$ cat src/pkg/dtm_pkg.sv
/*
  Constants, register map and carrier types for the display timing and
  mode strap block.
  Assumes a 200 MHz system clock and a display clock near 8 MHz.
*/
package dtm_pkg;

  // Clock rates and derived counts
  localparam int SYS_CLK_PERIOD_NS  = 5;
  localparam int DISP_CLK_PERIOD_NS = 125;
  localparam int OSC_HALF_CYC       = DISP_CLK_PERIOD_NS / (2 * SYS_CLK_PERIOD_NS);
  localparam int OSC_W              = 8;

  // Display frame geometry
  localparam int LINES_PER_FRAME    = 65;
  localparam int LINE_W             = 8;

  // Register byte offsets
  localparam logic [3:0] REG_CTRL   = 4'h0;
  localparam logic [3:0] REG_STATUS = 4'h4;

  // Control register fields and reset value
  localparam int CTRL_DISPLAY_ON_BIT = 0;
  localparam int CTRL_STATIC_ON_BIT  = 1;
  localparam logic [1:0] CTRL_RESET  = 2'h0;

  // Status register fields
  localparam int STAT_PARALLEL_BIT = 0;
  localparam int STAT_CLK_INT_BIT  = 1;
  localparam int STAT_MASTER_BIT   = 2;
  localparam int STAT_INT_RES_BIT  = 3;
  localparam int STAT_HI_PWR_BIT   = 4;
  localparam int STAT_CFG_RUN_BIT  = 5;
  localparam int STAT_FRAME_BIT    = 6;
  localparam int STAT_BLANK_N_BIT  = 7;
  localparam int STAT_READBACK_BIT = 8;
  localparam int STAT_LINE_LSB     = 16;

  // Captured strap levels
  typedef struct packed {
    logic parallel_if;
    logic clk_src_int;
    logic master;
    logic regulator_resistor_select;
    logic hpm_n;
  } dtm_straps_t;

  // Software control bits
  typedef struct packed {
    logic static_on;
    logic display_on;
  } dtm_ctrl_t;

  // Synchronised link pin levels
  typedef struct packed {
    logic blank_n;
    logic frame;
    logic clk;
  } dtm_link_t;

  // Strap capture sequence
  typedef enum logic [1:0] {
    CFG_SETTLE0 = 2'b00,
    CFG_SETTLE1 = 2'b01,
    CFG_SETTLE2 = 2'b11,
    CFG_RUN     = 2'b10
  } dtm_cfg_state_t;

endpackage

$ cat src/verilog/dtm_display_timing.sv
/*
  Strap decode and master/slave display timing for a dot-matrix display
  driver, with an Avalon-MM register slave.
  Assumes straps are static while out of reset and that link pins are
  resolved outside from the output enables.
*/
// Notes on behaviour
// - Clock source strap high runs internal oscillator; low uses external clock.
// - Master generates display timing; slave takes it in and follows it.
// - Display clock pins of paired chips are tied, sharing one clock.
// - Frame signal is output in master, input in slave; pins joined.
// - Blanking pin is output in master, input in slave; pins joined.
// - Static drive output active only with static indicator on in master.
// - Master picks internal or external regulator resistors; slave ignores strap.
// - Master picks normal or high power mode; slave ignores strap.
// - Serial interface selection gives write-only access, no readback path.
module dtm_display_timing #(
  parameter int OSC_HALF = dtm_pkg::OSC_HALF_CYC,
  parameter int LINES    = dtm_pkg::LINES_PER_FRAME
) (
  // Clock and reset
  input  wire logic        i_sys_clk,
  input  wire logic        i_reset,
  // Avalon-MM slave
  input  wire logic [3:0]  i_avs_address,
  input  wire logic        i_avs_read,
  input  wire logic        i_avs_write,
  input  wire logic [31:0] i_avs_writedata,
  input  wire logic [3:0]  i_avs_byteenable,
  output logic      [31:0] o_avs_readdata,
  output logic             o_avs_waitrequest,
  // Configuration straps
  input  wire logic        i_interface_select,
  input  wire logic        i_clock_source_select,
  input  wire logic        i_master_slave,
  input  wire logic        i_regulator_resistor_select,
  input  wire logic        i_high_power_mode_n,
  // Display clock pin
  input  wire logic        i_display_clock_pin,
  output logic             o_display_clock_pin,
  output logic             o_display_clock_pin_oe,
  // Frame pin
  input  wire logic        i_ac_drive_frame,
  output logic             o_ac_drive_frame,
  output logic             o_ac_drive_frame_oe,
  // Blanking pin
  input  wire logic        i_display_blank_n,
  output logic             o_display_blank_n,
  output logic             o_display_blank_n_oe,
  // Static indicator drive
  output logic             o_static_drive_out,
  // Decoded mode and display timing to display core and analog
  output logic             o_osc_enable,
  output logic             o_use_internal_resistors,
  output logic             o_high_power_mode,
  output logic             o_readback_enable,
  output logic             o_display_tick,
  output logic             o_frame_level,
  output logic             o_blank_active
);

  localparam int RUN_BOUND_LO = 1;
  localparam int RUN_BOUND_HI = 2 * OSC_HALF + 2;

  // Address match used by read and write paths
  function automatic logic reg_hit(input logic [3:0] addr, input logic [3:0] offs);
    reg_hit = (addr == offs);
  endfunction

  dtm_pkg::dtm_straps_t    strap_sync;
  dtm_pkg::dtm_link_t      link_sync;
  dtm_pkg::dtm_straps_t    strap_q, strap_d;
  dtm_pkg::dtm_cfg_state_t cfg_q, cfg_d;
  dtm_pkg::dtm_ctrl_t      ctrl_q, ctrl_d;
  logic                    ack_q, ack_d;
  logic [31:0]             rdata_q, rdata_d;
  logic [dtm_pkg::OSC_W-1:0]  osc_cnt_q, osc_cnt_d;
  logic                    osc_lvl_q, osc_lvl_d;
  logic                    clk_prev_q, frm_prev_q;
  logic [dtm_pkg::LINE_W-1:0] line_q, line_d;
  logic                    frame_q, frame_d;
  logic                    blank_q, blank_d;
  logic                    static_q, static_d;
  logic                    tick_q, tick_d;
  logic                    run, master, ext_rise, osc_rise, frm_edge, tick;
  logic                    frame_lvl, blank_lvl;

  // Straps and link pins cross into the system clock
  dtm_sync2 #(
    .WIDTH (8)
  ) u_sync (
    .i_sys_clk (i_sys_clk),
    .i_reset   (i_reset),
    .i_async   ({i_interface_select, i_clock_source_select, i_master_slave,
                 i_regulator_resistor_select, i_high_power_mode_n,
                 i_display_blank_n, i_ac_drive_frame, i_display_clock_pin}),
    .o_sync    ({strap_sync, link_sync})
  );

  // Strap capture after reset release, once the synchroniser is filled
  always_comb
  begin
    cfg_d   = cfg_q;
    strap_d = strap_q;
    unique case (cfg_q)
      dtm_pkg::CFG_SETTLE0: cfg_d = dtm_pkg::CFG_SETTLE1;
      dtm_pkg::CFG_SETTLE1: cfg_d = dtm_pkg::CFG_SETTLE2;
      dtm_pkg::CFG_SETTLE2:
      begin
        cfg_d   = dtm_pkg::CFG_RUN;
        strap_d = strap_sync;
      end
      dtm_pkg::CFG_RUN:     cfg_d = dtm_pkg::CFG_RUN;
    endcase
  end

  always_ff @(posedge i_sys_clk or posedge i_reset)
  begin
    if (i_reset)
    begin
      cfg_q   <= dtm_pkg::CFG_SETTLE0;
      strap_q <= '0;
    end
    else
    begin
      cfg_q   <= cfg_d;
      strap_q <= strap_d;
    end
  end

  assign run    = (cfg_q == dtm_pkg::CFG_RUN);
  assign master = run && strap_q.master;

  // Mode decode to display core and analog section
  assign o_osc_enable             = run && strap_q.clk_src_int;
  assign o_use_internal_resistors = master && strap_q.regulator_resistor_select;
  assign o_high_power_mode        = master && !strap_q.hpm_n;
  assign o_readback_enable        = run && strap_q.parallel_if;

  // Avalon slave: one wait state, write lands when waitrequest is low
  always_comb
  begin
    ack_d   = (i_avs_read || i_avs_write) && !ack_q;
    rdata_d = rdata_q;
    ctrl_d  = ctrl_q;
    if (i_avs_read && !ack_q)
    begin
      rdata_d = 32'h0000_0000;
      if (reg_hit(i_avs_address, dtm_pkg::REG_CTRL))
      begin
        rdata_d[dtm_pkg::CTRL_DISPLAY_ON_BIT] = ctrl_q.display_on;
        rdata_d[dtm_pkg::CTRL_STATIC_ON_BIT]  = ctrl_q.static_on;
      end
      else if (reg_hit(i_avs_address, dtm_pkg::REG_STATUS))
      begin
        rdata_d[dtm_pkg::STAT_PARALLEL_BIT] = strap_q.parallel_if;
        rdata_d[dtm_pkg::STAT_CLK_INT_BIT]  = strap_q.clk_src_int;
        rdata_d[dtm_pkg::STAT_MASTER_BIT]   = strap_q.master;
        rdata_d[dtm_pkg::STAT_INT_RES_BIT]  = o_use_internal_resistors;
        rdata_d[dtm_pkg::STAT_HI_PWR_BIT]   = o_high_power_mode;
        rdata_d[dtm_pkg::STAT_CFG_RUN_BIT]  = run;
        rdata_d[dtm_pkg::STAT_FRAME_BIT]    = frame_lvl;
        rdata_d[dtm_pkg::STAT_BLANK_N_BIT]  = blank_lvl;
        rdata_d[dtm_pkg::STAT_READBACK_BIT] = o_readback_enable;
        rdata_d[dtm_pkg::STAT_LINE_LSB +: dtm_pkg::LINE_W] = line_q;
      end
    end
    if (i_avs_write && ack_q && i_avs_byteenable[0] &&
        reg_hit(i_avs_address, dtm_pkg::REG_CTRL))
    begin
      ctrl_d.display_on = i_avs_writedata[dtm_pkg::CTRL_DISPLAY_ON_BIT];
      ctrl_d.static_on  = i_avs_writedata[dtm_pkg::CTRL_STATIC_ON_BIT];
    end
  end

  always_ff @(posedge i_sys_clk or posedge i_reset)
  begin
    if (i_reset)
    begin
      ack_q   <= 1'b0;
      rdata_q <= 32'h0000_0000;
      ctrl_q  <= dtm_pkg::CTRL_RESET;
    end
    else
    begin
      ack_q   <= ack_d;
      rdata_q <= rdata_d;
      ctrl_q  <= ctrl_d;
    end
  end

  assign o_avs_waitrequest = (i_avs_read || i_avs_write) && !ack_q;
  assign o_avs_readdata    = rdata_q;

  // Internal display oscillator, frozen while disabled
  always_comb
  begin
    osc_cnt_d = osc_cnt_q;
    osc_lvl_d = osc_lvl_q;
    if (o_osc_enable)
    begin
      osc_cnt_d = osc_cnt_q + 1'b1;
      if (osc_cnt_q == dtm_pkg::OSC_W'(OSC_HALF - 1))
      begin
        osc_cnt_d = '0;
        osc_lvl_d = !osc_lvl_q;
      end
    end
  end

  always_ff @(posedge i_sys_clk or posedge i_reset)
  begin
    if (i_reset)
    begin
      osc_cnt_q  <= '0;
      osc_lvl_q  <= 1'b0;
      clk_prev_q <= 1'b0;
      frm_prev_q <= 1'b0;
    end
    else
    begin
      osc_cnt_q  <= osc_cnt_d;
      osc_lvl_q  <= osc_lvl_d;
      clk_prev_q <= link_sync.clk;
      frm_prev_q <= link_sync.frame;
    end
  end

  // Display tick from oscillator or from external clock edges
  assign osc_rise  = o_osc_enable && !osc_lvl_q && osc_lvl_d;
  assign ext_rise  = run && !strap_q.clk_src_int && link_sync.clk && !clk_prev_q;
  assign tick      = strap_q.clk_src_int ? osc_rise : ext_rise;
  assign frm_edge  = run && !strap_q.master && (link_sync.frame != frm_prev_q);
  assign frame_lvl = master ? frame_q : link_sync.frame;
  assign blank_lvl = master ? blank_q : link_sync.blank_n;

  // Line and frame timing: generated in master, followed in slave
  always_comb
  begin
    line_d   = line_q;
    frame_d  = frame_q;
    blank_d  = master ? ctrl_q.display_on : 1'b0;
    static_d = master && ctrl_q.static_on && frame_q;
    tick_d   = tick;
    if (frm_edge)
    begin
      line_d = '0;
    end
    else if (tick)
    begin
      line_d = line_q + 1'b1;
      if (line_q == dtm_pkg::LINE_W'(LINES - 1))
      begin
        line_d = '0;
        if (master)
        begin
          frame_d = !frame_q;
        end
      end
    end
  end

  always_ff @(posedge i_sys_clk or posedge i_reset)
  begin
    if (i_reset)
    begin
      line_q   <= '0;
      frame_q  <= 1'b0;
      blank_q  <= 1'b0;
      static_q <= 1'b0;
      tick_q   <= 1'b0;
    end
    else
    begin
      line_q   <= line_d;
      frame_q  <= frame_d;
      blank_q  <= blank_d;
      static_q <= static_d;
      tick_q   <= tick_d;
    end
  end

  // Pin drivers and enables
  assign o_display_clock_pin    = osc_lvl_q;
  assign o_display_clock_pin_oe = master && strap_q.clk_src_int;
  assign o_ac_drive_frame       = frame_q;
  assign o_ac_drive_frame_oe    = master;
  assign o_display_blank_n      = blank_q;
  assign o_display_blank_n_oe   = master;
  assign o_static_drive_out     = static_q;
  assign o_display_tick         = tick_q;
  assign o_frame_level          = frame_lvl;
  assign o_blank_active         = run && !blank_lvl;
endmodule

$ cat src/verilog/dtm_sync2.sv
/*
  Two flip-flop synchroniser for a bundle of independent levels.
  Assumes each bit is a slow level or a clock far below i_sys_clk.
*/
module dtm_sync2 #(
  parameter int WIDTH = 8
) (
  // Clock and reset
  input  wire logic             i_sys_clk,
  input  wire logic             i_reset,
  // Levels
  input  wire logic [WIDTH-1:0] i_async,
  output logic      [WIDTH-1:0] o_sync
);

  logic [WIDTH-1:0] meta_q;
  logic [WIDTH-1:0] sync_q;

  // First stage feeds only the second
  always_ff @(posedge i_sys_clk or posedge i_reset)
  begin
    if (i_reset)
    begin
      meta_q <= '0;
      sync_q <= '0;
    end
    else
    begin
      meta_q <= i_async;
      sync_q <= meta_q;
    end
  end

  assign o_sync = sync_q;

endmodule
$ cat config.mk
export PLATFORM = sky130hd
export DESIGN_NAME = dtm_display_timing
export DESIGN_NICKNAME = d
export VERILOG_FILES = /design/src/pkg/dtm_pkg.sv /design/src/verilog/dtm_display_timing.sv /design/src/verilog/dtm_sync2.sv
export SDC_FILE = /design/constraint.sdc
export NUM_CORES = 1
export LEC_CHECK = 0
export BUFFER_PORTS_ARGS = -buffer_cell sky130_fd_sc_hd__buf_4
export CAP_MARGIN = 0
export CORE_UTILIZATION = 39
export CTS_BUF_LIST = sky130_fd_sc_hd__clkbuf_8 sky130_fd_sc_hd__clkbuf_16
export DETAILED_ROUTE_END_ITERATION = 8
export PLACE_DENSITY = 0.64
export SLEW_MARGIN = 25
export SYNTH_ARGS = -nofsm -noshare
export SYNTH_HDL_FRONTEND = slang
export SYNTH_HIERARCHICAL = 1
export SYNTH_SLANG_ARGS = --single-unit
export TNS_END_PERCENT = 1
$ cat constraint.sdc
create_clock -name i_sys_clk -period 2.2 [get_ports i_sys_clk]
set_clock_uncertainty 0.1 [all_clocks]
set_input_delay 0.33 -clock i_sys_clk [delete_from_list [all_inputs] [get_ports i_sys_clk]]
set_output_delay 0.33 -clock i_sys_clk [all_outputs]
set_load 0.05 [all_outputs]
==> flow_summary_export.csv, run 1 <==
group,metric,value,unit
outcome,status,"finished, final reports clean",
drt,ant_nets,0,
yosys,yosysWarningCount,6,
floorplanning,start_util,0.403,
setup_path,timing.rr.start,"osc_cnt_q[6]$_DFFE_PP0N_",
timing,worst_slew_pin_slew,637,ps
setup_path,cp_cell_sequence,"and2b_4 > nand2_2 > inv_2 > nand2_1 > nand2_1 > buf_6",
yosys,synthTopCellsByArea,"dfrtp_1 61%, a22o_1 4.8%, buf_4 4.4%",
placement,gp_congestion,0.806,
clock_tree,clk_path_buf_depth,2,
global_route,antenna_found_initial,0,
floorplanning,core,6760,um2
yosys,avgSynthCellArea,11.8,um2
clock_tree,root_buffer,"clkbuf_8",
clock_tree,clock_latency,350,ps
global_route,grt_pass1_vias,1811,
timing,layout_min_cycle_time,2060,ps
yosys,syn_area,2720,um2
floorplanning,num_io_pins,99,
timing,period_share,0.936,
clock_tree,htree_levels,3,
setup_path,worst_setup_path_end_kind,"primary output",
clock_tree,post-cts-setup-buffers,0,
setup_path,path_delay_family,"simple AND/OR/NAND/NOR gates",
floorplanning,die_x,85.6,um
yosys,synth_flop_cell,"dfrtp_1",
timing,fmax,486,MHz
placement,port_buffers,50,
drt,wl_per_cell,12.9,um
clock_tree,cts_tree,"yes",
setup_path,cp_data_required_time,1770,ps
yosys,synth_edf_count,0,
timing,slew_headroom,0.575,
worst_hold_path,holdCritStartpoint,"i_avs_writedata[0]",
setup_path,cp-startpoint,"cfg_q[0]$_DFF_PP0_",
setup_path,worstPathMaxFanout,7,
drt,drt-vias-per-instance,4.81,
timing,setup-violations-final,0,
clock_tree,path_clk_slew,70,ps
power_and_ir_drop,p_leak,1.68,nW
drt,firstDrtPassIters,6,
global_route,gr-usage-all-layers,0.153,
finish,nets,356,
yosys,yosysTopAreaCell,"dfrtp_1",
yosys,ys_seq_area_frac,0.607,
yosys,syn_inst,231,
power_and_ir_drop,ir_drop,0.491,mV
yosys,synth_common_cells,"66 x dfrtp_1, 24 x nand2_1, 16 x buf_4, 15 x a22o_1, 15 x nand3_1",
clock_tree,cts_sinks,66,
power_and_ir_drop,power_density,864,nW/um2
finish,drive_above_1_share,0.304,
setup_path,cp_data_arrival_time,1630,ps
global_route,grt_pass1_wl,8450,um
floorplanning,rows,30,
yosys,ys_types,41,
setup_path,slowest_delay,400,ps
finish,antenna_cells,0,
finish,finish.instance_area,3460,um2
timing,hold_viol,0,
setup_path,worstSetupPathType,"register to primary output",
timing,report.final.slew_viol_count,0,
yosys,synth_seq_cells,66,
setup_path,critPathLaunchType,"register",
floorplanning,die_h,85.6,um
floorplanning,die_area,7320,um2
finish,synthToLayoutAreaGrowth,27.2,%
drt,totalWireLength,4990,um
clock_tree,cts_made_buffers,9,
timing,rsz0062_at_grt,"no",
placement,place_area,3160,um2
setup_path,crit_top_cell,"nand2_1",
yosys,synthMostInstantiatedCell,"dfrtp_1",
placement,dp_hpwl,3370,um
timing,fin_ws,141,ps
drt,drt_iter0_markers,59,
setup_path,r2r_slack,180,ps
timing,fin_setup_tns,0,ps
yosys,async_reset_ff_frac,1.00,
placement,post-place-ws,117,ps
finish,post-route-util,0.512,
worst_hold_path,min_path_type,"input pin to register",
drt,drc,0,
yosys,synth_top_area_frac,0.607,
global_route,gr-total-overflow,0,
setup_path,cpMaxStageDelayCell,"dfrtp_1",
drt,vias,1858,
run,drv_cap,0,
global_route,grt_max_degree,51,
setup_path,critPathBufInv,2,
timing,hold_slack,118,ps
per-layer routing:
metal  share of wire  vias up  track usage
met3           0.057       10       0.0587
met4           0.019        0       0.0652
met1            0.46      876        0.189
met5               0        -            0
li1                -      908            -
met2            0.46       64        0.241
report_power, final:
group | internal, mW | switching [mW] | total (mW)
Sequential | 1.32 | 0.110 | 1.43
Combinational | 0.199 | 0.343 | 0.542
Clock | 0.530 | 0.488 | 1.02
Total | 2.05 | 0.940 | 2.99
layout by cell type, fill, tap and decap left out, types with 9 or more instances in the layout:
| master | instances |
|---|---|
| buf_4 | 55 |
| conb_1 | 15 |
| nand2_1 | 23 |
| nand3_1 | 15 |
| clkbuf_8 | 9 |
| a22o_1 | 15 |
| dlygate4sd3_1 | 9 |
| nor2_1 | 10 |
| dfrtp_1 | 66 |
worst paths after layout:
kind / to / cells after the start
worst max-delay path: o_frame_level / 6
worst min-delay path: ctrl_q[0]$_DFFE_PP0P_ / 2
worst max register to register: line_q[3]$_DFFE_PP0P_ / 6
worst min register to register: u_sync/o_sync[0]$_DFF_PP0_ / 0
max in group asynchronous: osc_cnt_q[0]$_DFFE_PP0N_ / 4
min in group asynchronous: u_sync/meta_q[2]$_DFF_PP0_ / 3
cell type report:
type,count,area (um2)
fillers,594,3290
clock buffers,9,124
repair buffers,65,514
clock inverters,7,76.3
multi-input cells,148,955
well taps,80,100
flip-flops and latches,66,1650
inverters,11,41.3
state kept, by name, summed over array words and instances (netlist names), 2 cells and up:
name,count
o_avs_readdata,17
line_q,8
osc_cnt_q,8
u_sync/meta_q,8
u_sync/o_sync,8
strap_q,5
cfg_q,2
ctrl_q,2
logic make-up after synthesis:
| logic type | Yosys count | synth area share |
|---|---|---|
| AOI/OAI and AO/OA | 30 | 0.0827 |
| xor gates and xnor gates | 9 | 0.0290 |
| adders and majority gates | 3 | 0.0138 |
| buffers and inverters | 31 | 0.0680 |
| DFF | 66 | 0.607 |
| muxes | 9 | 0.0363 |
| other | 1 | 0.00138 |
| and+or+nand+nor | 82 | 0.162 |
stage by stage:
step	std cells	power, mW
5_1_grt	386	3.14
3_3_place_gp	361	1.97
6_report	386	2.99
2_1_floorplan	245	1.85
4_1_cts	386	3.03
3_5_place_dp	361	1.99
timing repair:
action                                  4_1_cts  5_1_grt
endpoints found under the setup margin        1        9
endpoints found under the hold margin        24        0
hold buffers                                  9        0
resized for setup                             2        4
No activity file was read; power rests on OpenSTA's default activity.
==> run 2, diff against run 1 <==
CORE_ASPECT_RATIO = 0.9   (was default)
==> run 2 against run 1 <==
Against the previous run:
- clock-buffer cell count increased by 2
- hold slack improved by 10 ps
- critical path depth unchanged
- clock power decreased by 13%
- utilization increased by 1.1 points
- design area increased by 0.61%
- final cell count increased by 3.4%
- combinational power increased by 1%
- sequential power about the same
- power decreased by 4.1%
- fmax increased by 0.44%
- critical endpoint is now o_ac_drive_frame_oe
==> flow_summary_export.csv, run 2 (synthesis results as in run 1) <==
group,metric,value,unit
outcome,status,"finished, final reports clean",
drt,vias,1899,
global_route,grt_pass1_wl,8710,um
worst_hold_path,min_path_type,"input pin to register",
drt,firstDrtPassIters,4,
clock_tree,clock_latency,340,ps
global_route,gr-total-overflow,0,
finish,finish.instance_area,3480,um2
finish,multi_input_area,962,um2
global_route,top_usage_layer,"met2",
timing,fmax,488,MHz
floorplanning,start_util,0.409,
global_route,gr-usage-all-layers,0.158,
setup_path,cpMaxStageDelayCell,"dfrtp_1",
floorplanning,core,6660,um2
power_and_ir_drop,p_leak,1.69,nW
clock_tree,cts_sinks,66,
timing,setup-violations-final,0,
clock_tree,htree_levels,3,
setup_path,worst_setup_path_end_kind,"primary output",
finish,antenna_cells,0,
placement,placed_cells,373,
timing,fin_setup_tns,0,ps
setup_path,slowest_delay,420,ps
timing,rsz0062_at_grt,"no",
timing,slew_headroom,0.581,
timing,hold_viol,0,
run,drv_cap,0,
setup_path,cp_data_required_time,1770,ps
setup_path,worstSetupPathType,"register to primary output",
global_route,antenna_found_initial,0,
global_route,met2_usage,0.247,
timing,layout_min_cycle_time,2050,ps
global_route,grt_pass1_vias,1809,
finish,largest_reg_flops,17,
global_route,grt_max_degree,51,
finish,nets,360,
timing,worst_slew_pin_slew,628,ps
placement,post-place-ws,37.4,ps
timing,period_share,0.932,
finish,post-route-util,0.523,
setup_path,critPathLaunchType,"register",
drt,totalWireLength,5430,um
placement,gp_congestion,0.862,
finish,final_cell_mix,"66 x dfrtp_1, 59 x buf_4, 24 x nand2_1",
clock_tree,root_buffer,"clkbuf_8",
finish,stdcell_count,399,
global_route,gr-usage-met3,0.0655,
placement,port_buffers,50,
clock_tree,cts_made_buffers,9,
placement,place_area,3180,um2
drt,wl_per_cell,13.6,um
setup_path,crit_top_cell,"buf_4",
clock_tree,path_clk_slew,70,ps
global_route,met1_usage,0.206,
clock_tree,cts_tree,"yes",
power_and_ir_drop,power_density,824,nW/um2
floorplanning,die_area,7320,um2
setup_path,cp_data_arrival_time,1620,ps
finish,synthToLayoutAreaGrowth,27.9,%
power_and_ir_drop,ir_drop,0.524,mV
floorplanning,die_x,90.1,um
floorplanning,die_h,81.3,um
drt,drt-vias-per-instance,4.76,
timing,fin_ws,150,ps
power_and_ir_drop,p_total,2.87,mW
timing,hold_slack,129,ps
timing,report.final.slew_viol_count,0,
finish,fillCellCount,603,
drt,ant_nets,0,
floorplanning,num_io_pins,99,
finish,seq_area,1650,um2
placement,dp_hpwl,3680,um
clock_tree,clk_path_buf_depth,2,
drt,drt_iter0_markers,56,
drt,drc,0,
finish,drive_above_1_share,0.304,
setup_path,worstPathMaxFanout,6,
finish,mostFrequentLayoutCell,"dfrtp_1",
floorplanning,rows,28,
setup_path,cp_cell_sequence,"and2b_1 > buf_4 > nand2_1 > inv_2 > buf_4 > buf_4",
==> run 2: cell count changes in the layout (fill, tap and decap cells not counted), moves of 2 or more <==
cell,before,now
buf_4,55,59
clkbuf_8,9,11
inv_1,8,10
inv_6,2,0
==> run 2: per-layer routing <==
layer | wire [um] | vias up
met5 | 0 | -
li1 | - | 925
met1 | 2550 | 917
met4 | 58 | 0
met3 | 248 | 9
met2 | 2570 | 48
==> run 2: path summary, 6_finish.rpt <==
| check | depth (start not counted) | slack [ps] | to | start |
|---|---|---|---|---|
| setup reg to reg | 6 | 210 | line_q[4]$_DFFE_PP0P_ | osc_cnt_q[0]$_DFFE_PP0N_ |
| max in group asynchronous | 4 | 950 | strap_q[1]$_DFFE_PP0N_ | i_reset |
| hold / removal | 2 | 130 | ctrl_q[1]$_DFFE_PP0P_ | i_avs_writedata[1] |
| setup / recovery | 6 | 150 | o_ac_drive_frame_oe | cfg_q[1]$_DFF_PP0_ |
| min in group asynchronous | 3 | 520 | u_sync/meta_q[6]$_DFF_PP0_ | i_reset |
| hold reg to reg | 0 | 250 | u_sync/o_sync[6]$_DFF_PP0_ | u_sync/meta_q[6]$_DFF_PP0_ |
==> run 2: area by class of cell <==
class / count / share of cell area
Clock inverter: 4 / 0.00575
Tap cell: 90 / 0.0323
Timing Repair Buffer: 69 / 0.156
Sequential cell: 66 / 0.474
Multi-Input combinational cell: 148 / 0.276
Clock buffer: 11 / 0.0435
Inverter: 11 / 0.0119
==> run 2: report_power, final <==
part           switching (mW)  internal [mW]  total [mW]
logic                   0.346          0.202       0.549
clock network           0.429          0.454       0.883
registers               0.113           1.32        1.44
total                   0.889           1.98        2.87
==> run 2: critical path: cells and delay by family, from the launching register on <==
family | cells | cell delay [ps]
DFF | 1 | 420
buffers and inverters | 4 | 550
and+or+nand+nor | 2 | 320
==> run 2: what timing repair did <==
item	in CTS	in global routing
resized for setup	0	5
hold buffers	9	0
endpoints found under the setup margin	0	7
hold endpoints to repair	24	0
buffers inserted	0	2
